File: src/hw/xifc_pkg.sv
// Shared constants and types for the execute-in-place init command stage
package xifc_pkg;
  // ==========================================================
  // Register map (byte addresses on APB)
  localparam logic [7:0] XIFC_CTRL_OFF = 8'h00;
  localparam logic [7:0] XIFC_MODE_OFF = 8'h04;
  localparam logic [31:0] XIFC_CTRL_RST = 32'h0000_0000;
  localparam logic [31:0] XIFC_CTRL_WMASK = 32'h1FFF_FFFF;
  // ==========================================================
  // Control register fields
  localparam int XIFC_SCHECK_BIT = 28;
  localparam int XIFC_COUNT_LSB = 26;
  localparam int XIFC_TYPE_LSB = 24;
  localparam int XIFC_OP3_LSB = 16;
  localparam int XIFC_OP2_LSB = 8;
  localparam int XIFC_OP1_LSB = 0;
  // ==========================================================
  // Mode/status register fields
  localparam int XIFC_XIPEN_BIT = 0;
  localparam int XIFC_DONE_BIT = 1;
  localparam int XIFC_BUSY_BIT = 2;
  localparam int XIFC_FSTAT_LSB = 8;
  // ==========================================================
  // Flash status polling, released-lane enables and shift step counts
  localparam logic [7:0] XIFC_STATUS_OPCODE = 8'h05;
  localparam int XIFC_WIP_BIT = 0;
  localparam logic [3:0] XIFC_OE_NONE = 4'hF;
  localparam logic [2:0] XIFC_STEPS_SINGLE = 3'h7;
  localparam logic [2:0] XIFC_STEPS_DUAL = 3'h3;
  localparam logic [2:0] XIFC_STEPS_QUAD = 3'h1;

  typedef enum logic [1:0] {
    XIFC_LANE_SINGLE = 2'h0,
    XIFC_LANE_DUAL = 2'h1,
    XIFC_LANE_QUAD = 2'h2,
    XIFC_LANE_RSVD = 2'h3
  } xifc_lane_t;

  typedef enum logic [2:0] {
    XIFC_ST_IDLE = 3'h0,
    XIFC_ST_GAP = 3'h1,
    XIFC_ST_CMD = 3'h3,
    XIFC_ST_STOP = 3'h2,
    XIFC_ST_STRD = 3'h6,
    XIFC_ST_DONE = 3'h7
  } xifc_state_t;
endpackage : xifc_pkg

File: src/hw/xifc_top.sv
// Execute-in-place start-up command sequencer with APB registers
//
// Functional notes
// - With the status-check bit 28 set, the flash status is read and checked after the commands.
// - Count field 27-26 selects three, two, one or no commands (11, 10, 01, 00).
// - Type field 25-24 selects single, dual or quad lanes; 11 is reserved.
// - Opcode in bits 7-0 goes first, bits 15-8 second, bits 23-16 last.
// - The sequence runs only in execute-in-place mode, before any flash read or write.
// - Bits 31-29 of the control register are not implemented and read as zero.
//
// Register access over APB and the placing of the registers were left to the implementer.
`timescale 1ns/1ps
module xifc_top (
  input wire logic clk_i,
  input wire logic nrst_i,
  input wire logic psel_i,
  input wire logic penable_i,
  input wire logic pwrite_i,
  input wire logic [7:0] paddr_i,
  input wire logic [31:0] pwdata_i,
  input wire logic [3:0] pstrb_i,
  output logic [31:0] prdata_o,
  output logic pready_o,
  output logic pslverr_o,
  input wire logic flash_rd_req_i,
  output logic flash_rd_grant_o,
  output logic init_done_o,
  output logic cs_n_o,
  output logic sck_o,
  output logic [3:0] io_o,
  output logic [3:0] io_oe_n_o,
  input wire logic [3:0] io_i
);
  import xifc_pkg::*;

  // ==========================================================
  // Registers and state
  logic [31:0] ctrl_r;
  logic xip_en_r;
  logic done_r;
  logic ok_r;
  logic [1:0] idx_r;
  logic [7:0] fstat_r;
  logic start_r;
  logic start_nxt;
  xifc_state_t st_r;
  xifc_state_t st_nxt;
  logic sh_busy;
  logic sh_done;
  logic [7:0] sh_rx;
  logic [7:0] sh_byte;
  xifc_lane_t ctrl_lane;
  logic [1:0] ctrl_count;
  logic ctrl_scheck;
  logic setup;
  logic access;
  logic hit_ctrl;
  logic hit_mode;
  logic busy_flag;

  assign ctrl_lane = xifc_lane_t'(ctrl_r[XIFC_TYPE_LSB +: 2]);
  assign ctrl_count = ctrl_r[XIFC_COUNT_LSB +: 2];
  assign ctrl_scheck = ctrl_r[XIFC_SCHECK_BIT];
  assign setup = psel_i && !penable_i;
  assign access = psel_i && penable_i && pready_o;
  assign hit_ctrl = (paddr_i == XIFC_CTRL_OFF);
  assign hit_mode = (paddr_i == XIFC_MODE_OFF);
  assign busy_flag = (st_r != XIFC_ST_IDLE) && (st_r != XIFC_ST_DONE);

  // ==========================================================
  // APB slave: zero wait states, read data staged in setup
  always_ff @(posedge clk_i or negedge nrst_i) begin
    if (!nrst_i) begin
      pready_o <= 1'b0;
      pslverr_o <= 1'b0;
      prdata_o <= 32'h0000_0000;
    end else begin
      pready_o <= 1'b1;
      if (setup) begin
        pslverr_o <= !(hit_ctrl || hit_mode);
        prdata_o <= 32'h0000_0000;
        if (!pwrite_i && hit_ctrl) begin
          prdata_o <= ctrl_r & XIFC_CTRL_WMASK;
        end else if (!pwrite_i && hit_mode) begin
          prdata_o[XIFC_XIPEN_BIT] <= xip_en_r;
          prdata_o[XIFC_DONE_BIT] <= done_r;
          prdata_o[XIFC_BUSY_BIT] <= busy_flag;
          prdata_o[XIFC_FSTAT_LSB +: 8] <= fstat_r;
        end
      end
    end
  end

  always_ff @(posedge clk_i or negedge nrst_i) begin
    if (!nrst_i) begin
      ctrl_r <= XIFC_CTRL_RST;
    end else if (access && pwrite_i && hit_ctrl) begin
      for (int b = 0; b < 4; b++) begin
        if (pstrb_i[b]) begin
          ctrl_r[b*8 +: 8] <= pwdata_i[b*8 +: 8] & XIFC_CTRL_WMASK[b*8 +: 8];
        end
      end
    end
  end

  always_ff @(posedge clk_i or negedge nrst_i) begin
    if (!nrst_i) begin
      xip_en_r <= 1'b0;
    end else if (access && pwrite_i && hit_mode && pstrb_i[0]) begin
      xip_en_r <= pwdata_i[XIFC_XIPEN_BIT];
    end
  end

  // ==========================================================
  // Sequencer; gap state decides what follows each step
  always_comb begin
    st_nxt = st_r;
    start_nxt = 1'b0;
    unique case (st_r)
      XIFC_ST_IDLE: begin
        if (xip_en_r) begin
          st_nxt = XIFC_ST_GAP;
        end
      end
      XIFC_ST_GAP: begin
        if (idx_r < ctrl_count) begin
          st_nxt = XIFC_ST_CMD;
          start_nxt = 1'b1;
        end else if (ctrl_scheck && !ok_r) begin
          st_nxt = XIFC_ST_STOP;
          start_nxt = 1'b1;
        end else begin
          st_nxt = XIFC_ST_DONE;
        end
      end
      XIFC_ST_CMD: begin
        if (sh_done) begin
          st_nxt = XIFC_ST_GAP;
        end
      end
      XIFC_ST_STOP: begin
        if (sh_done) begin
          st_nxt = XIFC_ST_STRD;
          start_nxt = 1'b1;
        end
      end
      XIFC_ST_STRD: begin
        if (sh_done) begin
          st_nxt = XIFC_ST_GAP;
        end
      end
      XIFC_ST_DONE: begin
        if (!xip_en_r) begin
          st_nxt = XIFC_ST_IDLE;
        end
      end
      default: st_nxt = XIFC_ST_IDLE;
    endcase
  end

  always_ff @(posedge clk_i or negedge nrst_i) begin
    if (!nrst_i) begin
      st_r <= XIFC_ST_IDLE;
      start_r <= 1'b0;
      cs_n_o <= 1'b1;
    end else begin
      st_r <= st_nxt;
      start_r <= start_nxt;
      cs_n_o <= !((st_nxt == XIFC_ST_CMD) || (st_nxt == XIFC_ST_STOP) ||
                  (st_nxt == XIFC_ST_STRD));
    end
  end

  always_ff @(posedge clk_i or negedge nrst_i) begin
    if (!nrst_i) begin
      idx_r <= 2'h0;
    end else if (st_r == XIFC_ST_IDLE) begin
      idx_r <= 2'h0;
    end else if (st_r == XIFC_ST_CMD && sh_done) begin
      idx_r <= idx_r + 2'h1;
    end
  end

  // Poll repeats while the flash reports write in progress
  always_ff @(posedge clk_i or negedge nrst_i) begin
    if (!nrst_i) begin
      ok_r <= 1'b0;
      fstat_r <= 8'h00;
    end else if (st_r == XIFC_ST_IDLE) begin
      ok_r <= 1'b0;
    end else if (st_r == XIFC_ST_STRD && sh_done) begin
      ok_r <= !sh_rx[XIFC_WIP_BIT];
      fstat_r <= sh_rx;
    end
  end

  always_ff @(posedge clk_i or negedge nrst_i) begin
    if (!nrst_i) begin
      done_r <= 1'b0;
      init_done_o <= 1'b0;
      flash_rd_grant_o <= 1'b0;
    end else begin
      done_r <= (st_nxt == XIFC_ST_DONE);
      init_done_o <= (st_nxt == XIFC_ST_DONE);
      flash_rd_grant_o <= flash_rd_req_i && done_r && xip_en_r;
    end
  end

  // ==========================================================
  // Byte and lane selection; status traffic is always single lane
  always_comb begin
    if (st_r == XIFC_ST_STOP) begin
      sh_byte = XIFC_STATUS_OPCODE;
    end else if (idx_r == 2'h0) begin
      sh_byte = ctrl_r[XIFC_OP1_LSB +: 8];
    end else if (idx_r == 2'h1) begin
      sh_byte = ctrl_r[XIFC_OP2_LSB +: 8];
    end else begin
      sh_byte = ctrl_r[XIFC_OP3_LSB +: 8];
    end
  end

  xifc_shift u_shift (
    .clk_i(clk_i),
    .nrst_i(nrst_i),
    .start_i(start_r),
    .byte_i(sh_byte),
    .mode_i((st_r == XIFC_ST_CMD) ? ctrl_lane : XIFC_LANE_SINGLE),
    .rx_i(st_r == XIFC_ST_STRD),
    .io_i(io_i),
    .busy_o(sh_busy),
    .done_o(sh_done),
    .sck_o(sck_o),
    .io_o(io_o),
    .io_oe_n_o(io_oe_n_o),
    .rx_byte_o(sh_rx)
  );
endmodule : xifc_top

File: src/hw/xifc_shift.sv
// Byte shifter for the serial flash lanes with clock divided by two
`timescale 1ns/1ps
module xifc_shift (
  input wire logic clk_i,
  input wire logic nrst_i,
  input wire logic start_i,
  input wire logic [7:0] byte_i,
  input wire xifc_pkg::xifc_lane_t mode_i,
  input wire logic rx_i,
  input wire logic [3:0] io_i,
  output logic busy_o,
  output logic done_o,
  output logic sck_o,
  output logic [3:0] io_o,
  output logic [3:0] io_oe_n_o,
  output logic [7:0] rx_byte_o
);
  import xifc_pkg::*;

  logic ph_r;
  logic [2:0] cnt_r;
  logic [7:0] sh_r;
  logic [7:0] sh_nxt;
  xifc_lane_t mode_r;

  function automatic logic [3:0] lanes_f(input logic [7:0] b, input xifc_lane_t m);
    case (m)
      XIFC_LANE_DUAL: lanes_f = {2'h0, b[7:6]};
      XIFC_LANE_QUAD: lanes_f = b[7:4];
      default: lanes_f = {3'h0, b[7]};
    endcase
  endfunction : lanes_f

  function automatic logic [3:0] oe_f(input xifc_lane_t m);
    case (m)
      XIFC_LANE_DUAL: oe_f = 4'hC;
      XIFC_LANE_QUAD: oe_f = 4'h0;
      default: oe_f = 4'hE;
    endcase
  endfunction : oe_f

  function automatic logic [2:0] steps_f(input xifc_lane_t m);
    case (m)
      XIFC_LANE_DUAL: steps_f = XIFC_STEPS_DUAL;
      XIFC_LANE_QUAD: steps_f = XIFC_STEPS_QUAD;
      default: steps_f = XIFC_STEPS_SINGLE;
    endcase
  endfunction : steps_f

  always_comb begin
    case (mode_r)
      XIFC_LANE_DUAL: sh_nxt = {sh_r[5:0], 2'h0};
      XIFC_LANE_QUAD: sh_nxt = {sh_r[3:0], 4'h0};
      default: sh_nxt = {sh_r[6:0], 1'b0};
    endcase
  end

  // ==========================================================
  // Two clocks per shift step (one, two or four bits by lane type): drive on low phase, sample on rising edge
  always_ff @(posedge clk_i or negedge nrst_i) begin
    if (!nrst_i) begin
      busy_o <= 1'b0;
      done_o <= 1'b0;
      sck_o <= 1'b0;
      ph_r <= 1'b0;
      cnt_r <= 3'h0;
      sh_r <= 8'h00;
      mode_r <= XIFC_LANE_SINGLE;
      io_o <= 4'h0;
      io_oe_n_o <= XIFC_OE_NONE;
      rx_byte_o <= 8'h00;
    end else begin
      done_o <= 1'b0;
      if (start_i && !busy_o) begin
        busy_o <= 1'b1;
        ph_r <= 1'b0;
        sh_r <= byte_i;
        mode_r <= rx_i ? XIFC_LANE_SINGLE : mode_i;
        cnt_r <= rx_i ? XIFC_STEPS_SINGLE : steps_f(mode_i);
        io_o <= rx_i ? 4'h0 : lanes_f(byte_i, mode_i);
        io_oe_n_o <= rx_i ? XIFC_OE_NONE : oe_f(mode_i);
      end else if (busy_o && !ph_r) begin
        ph_r <= 1'b1;
        sck_o <= 1'b1;
        rx_byte_o <= {rx_byte_o[6:0], io_i[1]};
      end else if (busy_o) begin
        ph_r <= 1'b0;
        sck_o <= 1'b0;
        if (cnt_r == 3'h0) begin
          busy_o <= 1'b0;
          done_o <= 1'b1;
          io_oe_n_o <= XIFC_OE_NONE;
        end else begin
          cnt_r <= cnt_r - 3'h1;
          sh_r <= sh_nxt;
          io_o <= lanes_f(sh_nxt, mode_r);
        end
      end
    end
  end
endmodule : xifc_shift

File: config.mk
export PLATFORM = sky130hd
export DESIGN_NAME = xifc_top
export DESIGN_NICKNAME = d
export VERILOG_FILES = /design/src/hw/xifc_pkg.sv /design/src/hw/xifc_top.sv /design/src/hw/xifc_shift.sv
export SDC_FILE = /design/constraint.sdc
export NUM_CORES = 1
export LEC_CHECK = 0
export BUFFER_PORTS_ARGS = -buffer_cell sky130_fd_sc_hd__buf_2
export CAP_MARGIN = 10
export CORE_MARGIN = 5
export CORE_UTILIZATION = 45
export CTS_BUF_LIST = sky130_fd_sc_hd__clkbuf_8
export CTS_CLUSTER_DIAMETER = 100
export DETAILED_ROUTE_END_ITERATION = 7
export PLACE_DENSITY = 0.67
export SETUP_SLACK_MARGIN = 0.5
export SLEW_MARGIN = 20
export SYNTH_ARGS = -nofsm -noshare
export SYNTH_HDL_FRONTEND = slang
export SYNTH_SLANG_ARGS = --single-unit
File: constraint.sdc
create_clock -name clk_i -period 4.9 [get_ports clk_i]
set_input_delay 0 -clock clk_i [delete_from_list [all_inputs] [get_ports clk_i]]
set_output_delay 0 -clock clk_i [all_outputs]
set_load 0.02 [all_outputs]
# After elaboration in Yosys (flattened, before gate mapping)
# Cells that the tools add are included.
[totals]
register_bits = 114
in_bits = 54
out_inout_bits = 46
wordCells = 159
[op_classes]
add_sub_neg = 2
n_lt_le_gt_ge = 1
n_eq_ne = 18
muxes = 61
bitwise = 2
n_reduce_logical = 49
[ops]
columns = ["operator", "n"]
rows = [
  ["$mux W4", 10],
  ["$mux W8", 5],
  ["$mux W3", 13],
  ["$mux W7", 4],
  ["$pmux W4 S2", 3],
  ["$logic_and A1 B1 Y1", 17],
  ["$mux W1", 16],
  ["$pmux W8 S2", 1],
  ["$pmux W3 S5", 1],
  ["$reduce_and A2 Y1", 7],
  ["$mux W13", 1],
  ["$eq A3 B2 Y1 const B", 4],
  ["$eq A3 B3 Y1 const B", 4],
  ["$reduce_bool A2 Y1", 5],
  ["$eq A8 B3 Y1 const B", 1],
  ["$logic_not A1 Y1", 8],
  ["$logic_not A8 Y1", 1],
  ["$mux W2", 4],
  ["$eq A2 B1 Y1 const B", 3],
  ["$logic_not A3 Y1", 2],
  ["$pmux W3 S2", 1],
  ["$reduce_and A3 Y1", 2],
  ["$reduce_bool A3 Y1", 2],
  ["$mux W5", 1],
  ["12 further kinds", 17],
]

# Depth between registers and ports, before layout
[logic_depth]
word_depth = 9
ltp_mapped = 9
ltp_nobuf = 8

# Modules after synthesis
# A second synthesis with hierarchy kept.
[hier_totals]
hier_cells = 448
area_unflattened_um2 = 5182.5
[modules_own_cells]
columns = ["mod", "instances", "cells_per_inst", "area_per_inst_um2", "seq_area_each_um2"]
rows = [
  ["xifc_top", 1, 296, 3567.2, 1978.1],
  ["xifc_shift", 1, 152, 1615.3, 779.5],
]

# Least setup slack after synthesis
# Ideal clock, no wire load.
[synth_path]
path_type = "flip-flop to flip-flop"
start = "register st_r[2]"
end = "register u_shift.io_o[1]"
setup_time_ns = 0.070
arrival_ns = 1.950
required_ns = 4.830
path_slack_ns = 2.880
stages_incl_launch_ff = 7
path_buffers = 1
synth_period_minus_slack_ns = 2.020
path_cell_list = "dfrtp_1 > clkbuf_1 > nor2b_1 > nand3_1 > ha_1 > or4_1 > nand3_1"
[synth_between]
elab_chain_len = 6
word_cells_on_any_way = 10
classes_between = "eq/ne: 5; mux: 5"
[synth_lines]
columns = ["item", "line_no", "rtl"]
rows = [
  ["start, declared", "xifc_top.sv:46", "xifc_state_t st_r;"],
  ["start signal, assigned", "xifc_top.sv:167", "st_r <= st_nxt;"],
  ["$eq A3 B2 Y1", "xifc_top.sv:228", ".mode_i((st_r == XIFC_ST_CMD) ? ctrl_lane : XIFC_LANE_SINGLE),"],
  ["$mux W2", "xifc_top.sv:228", ""],
  ["$eq A2 B2 Y1 / $eq A2 B1 Y1 (equally long branches)", "xifc_shift.sv:27", "case (m)"],
  ["$pmux W4 S2", "xifc_shift.sv:27", ""],
  ["$mux W4 *", "xifc_shift.sv:80", "io_o <= rx_i ? 4'h0 : lanes_f(byte_i, mode_i);"],
  ["$mux W4 *", "xifc_shift.sv:74", "if (start_i && !busy_o) begin"],
  ["end signal, assigned", "xifc_shift.sv:80", ""],
  ["end signal, assigned", "xifc_shift.sv:96", "io_o <= lanes_f(sh_nxt, mode_r);"],
  ["end, declared", "xifc_shift.sv:14", "output logic [3:0] io_o,"],
]
# Every way passes the cells marked *; elsewhere a longest branch is shown, timed or not.
# A chain may end at the register's enable or synchronous reset.

# Worst setup path in the final report
[layout_path]
start = "register st_r[0]"
end = "register u_shift.io_o[1]"
# Same word-level chain as after synthesis.

==> impl_metrics.py <==
metrics = {
    "routing": {
        "wire_per_inst_um": 17.4,
        "ant_nets": 0,
        "postRouteWirelength_um": 12400,
        "first_pass_iters": 4,
        "vias": 3920,
        "avgViaCountPerCell": 5.48,
        "route.detailed.drc": 0,
        "drt_iter0_markers": 174,
    },
    "sta": {
        "fin_ws_ns": 2.36,
        "setup_violations": 0,
        "fin_crit_ns": 2.54,
        "slew_headroom_pct": 47.7,
        "drv_slew": 0,
        "max_freq_mhz": 394,
        "grt_setup_unrepaired": "no",
        "tns_ns": 0,
        "tightest_slew_ns": 0.782,
        "timing.final.hold_violations": 0,
        "fin_crit_sh_pct": 51.8,
        "skew_ns": 0.0178,
    },
    "yosys": {
        "async_flop_share_pct": 100,
        "synth_edf_count": 0,
        "synth_area_um2": 5050,
        "synthCells": 459,
        "synth-seq-area-share_pct": 54.6,
        "ys_warn_count": 0,
        "syn_avg_cell_area_um2": 11.0,
        "synthFlopType": "dfrtp_1",
        "yosysUniqueCellTypes": 48,
        "ys_seq_elements": 110,
    },
    "cells_and_area": {
        "final_common_cell": "dfrtp_1",
        "nets": 633,
        "n_fill_cell": 949,
        "final_cell_mix": "106 x dfrtp_1, 89 x buf_2, 67 x nand2_1",
        "syn_to_final_growth_pct": 20.8,
        "multiInputGateArea_um2": 2130,
        "utilization_pct": 55.8,
        "antenna_cells": 0,
        "drive_above_1_share_pct": 27.7,
        "postLayoutCellArea_um2": 6100,
        "seq_area_um2": 2760,
    },
    "die": {
        "core_um2": 10900,
        "die_w_um": 116,
        "die_h_um": 116,
        "fp.dieArea_um2": 13400,
        "initial_core_util_pct": 46.2,
        "pin_count": 100,
        "rows": 38,
    },
    "setup_path": {
        "r2r-start": "st_r[0]",
        "critPathCapture": "u_shift.io_o[1]",
        "critPathMaxFanout": 22,
        "startpoint_type": "register",
        "r2r_cells": 7,
        "crit_type": "register to register",
        "worstPathArrival_ns": 2.87,
        "required_ns": 5.23,
        "startpoint": "st_r[0]",
        "regToRegEndpoint": "u_shift.io_o[1]",
        "crit_path_end_kind": "register",
        "rrSetupSlack_ns": 2.36,
    },
    "place": {
        "io_buffers": 90,
        "dpl_cell_area_um2": 5580,
        "place.gp.congestion": 0.859,
        "place_ws_ns": 2.43,
        "hpwl_um": 8590,
    },
    "clock_network": {
        "htreeDepth": 3,
        "cts.path.max_buffers": 2,
        "post_cts_resized": 0,
        "cts_sinks": 110,
        "cts.hold.buffers_added": 32,
        "cts_post_setup_buffers_inserted": 0,
        "clock_latency_ns": 0.39,
        "cts_tree": "yes",
        "path_clk_slew_ns": 0.11,
        "numCtsBuffers": 9,
        "clock_tree.root_cell": "clkbuf_8",
    },
    "flow_run": {
        "maxCapViolations": 0,
    },
    "global_routing": {
        "antenna_found_initial": 0,
        "grt_overflow": 0,
        "grt_pass1_vias": 3961,
        "grt_pass1_wl_um": 20500,
        "grt.total_usage_pct": 19.6,
        "grt_max_degree": 63,
    },
    "power": {
        "power_leakage_uw": 0.00307,
        "power.density_nw_per_um2": 274,
        "power_uw": 1670,
        "peakVddDrop_v": 0.000160,
    },
    "hold_path": {
        "holdCritPathClass": "input pin to register",
    },
    "status": {
        "outcome": "completed",
    },
}
-- worst max-delay path, cell delays in order, from the launching register on --
cell	delay (ns)
dfrtp_1	0.74
nor2b_1	0.46
nand3_1	0.20
inv_1	0.11
ha_1	0.17
nand3_1	0.19
or4_1	0.54
nand3_1	0.08
-- flip-flops by register name, summed over array words and instances (netlist names), 2 cells and up --
signal and count:
idx_r 2, u_shift.sh_r 7, st_r 3, prdata_o 29, u_shift.mode_r 2, ctrl_r 29, u_shift.rx_byte_o 8, fstat_r 8
u_shift.io_oe_n_o 3, u_shift.cnt_r 3, u_shift.io_o 4
-- power breakdown --
part,switching (uW),internal [uW],leakage (uW)
Clock,339,196,0.0000899
Combinational,94.4,72.3,0.00147
Sequential,42.0,930,0.00151
-- per-stage QoR --
step	std cells	hold slack, ns
final	715	0.0600
after global routing	715	0.0672
after CTS	714	0.0483
after detailed placement	666	0.132
after global placement	666	0.136
after floorplan	461	-0.296
-- cells in the mapped netlist (all sizes together), types with 2 or more instances --
cell	number	area share, %
buf	5	0.69
nor3b	2	0.30
a31oi	4	0.50
nor4b	2	0.64
a22oi	8	1.2
o21ai	35	3.5
nor2b	6	0.74
clkbuf	22	1.6
and2	2	0.25
inv	14	1.0
ha	9	2.2
nand3	9	0.89
a221oi	3	0.52
a21oi	15	1.5
o21a	3	0.45
nand3b	2	0.30
mux2i	20	4.0
nor3	4	0.40
or4	2	0.37
o22ai	3	0.37
nand2b	6	0.74
a22o	21	3.6
nor2	21	1.6
a21o	4	0.59
dfstp	4	2.1
nor4	2	0.55
mux2	43	9.6
conb	2	0.15
dfrtp	106	53
nand2	67	5.0
-- cells by family after synthesis --
group           after synthesis  synth area share [%]
xor+xnor                      1                 0.174
buf+inv                      41                  3.37
other cells                   2                 0.149
fa+ha+maj                     9                  2.23
mux                          63                  13.6
simple gates                131                  12.6
flops                       110                  54.6
compound gates              102                  13.2
-- per-layer routing --
layer	wire (um)	up-vias	global-route usage, %	share of wire, %
met4	130	0	5.72	1.0
met2	6170	104	32.3	50
met5	0	-	0	0
li1	-	1836	-	-
met1	5420	1971	26.8	44
met3	718	9	3.34	5.8
-- cell type report --
class	count	share of cell area (%)
repair buffers	125	13.1
clock inverters	7	1.05
inverters	14	0.862
clock buffers	9	2.03
multi-input cells	310	34.9
well taps	140	2.87
flip-flops and latches	110	45.2
-- how the worst min path moves through the flow --
stage	cells past startpoint	endpoint	from
after floorplan	0	ctrl_r[0]	nrst_i
after global placement	1	prdata_o[25]	nrst_i
after detailed placement	1	prdata_o[25]	nrst_i
after CTS	4	pslverr_o	paddr_i[6]
after global routing	4	xip_en_r	pstrb_i[0]
final	4	pslverr_o	paddr_i[6]
(Power assumes the default switching activity.)
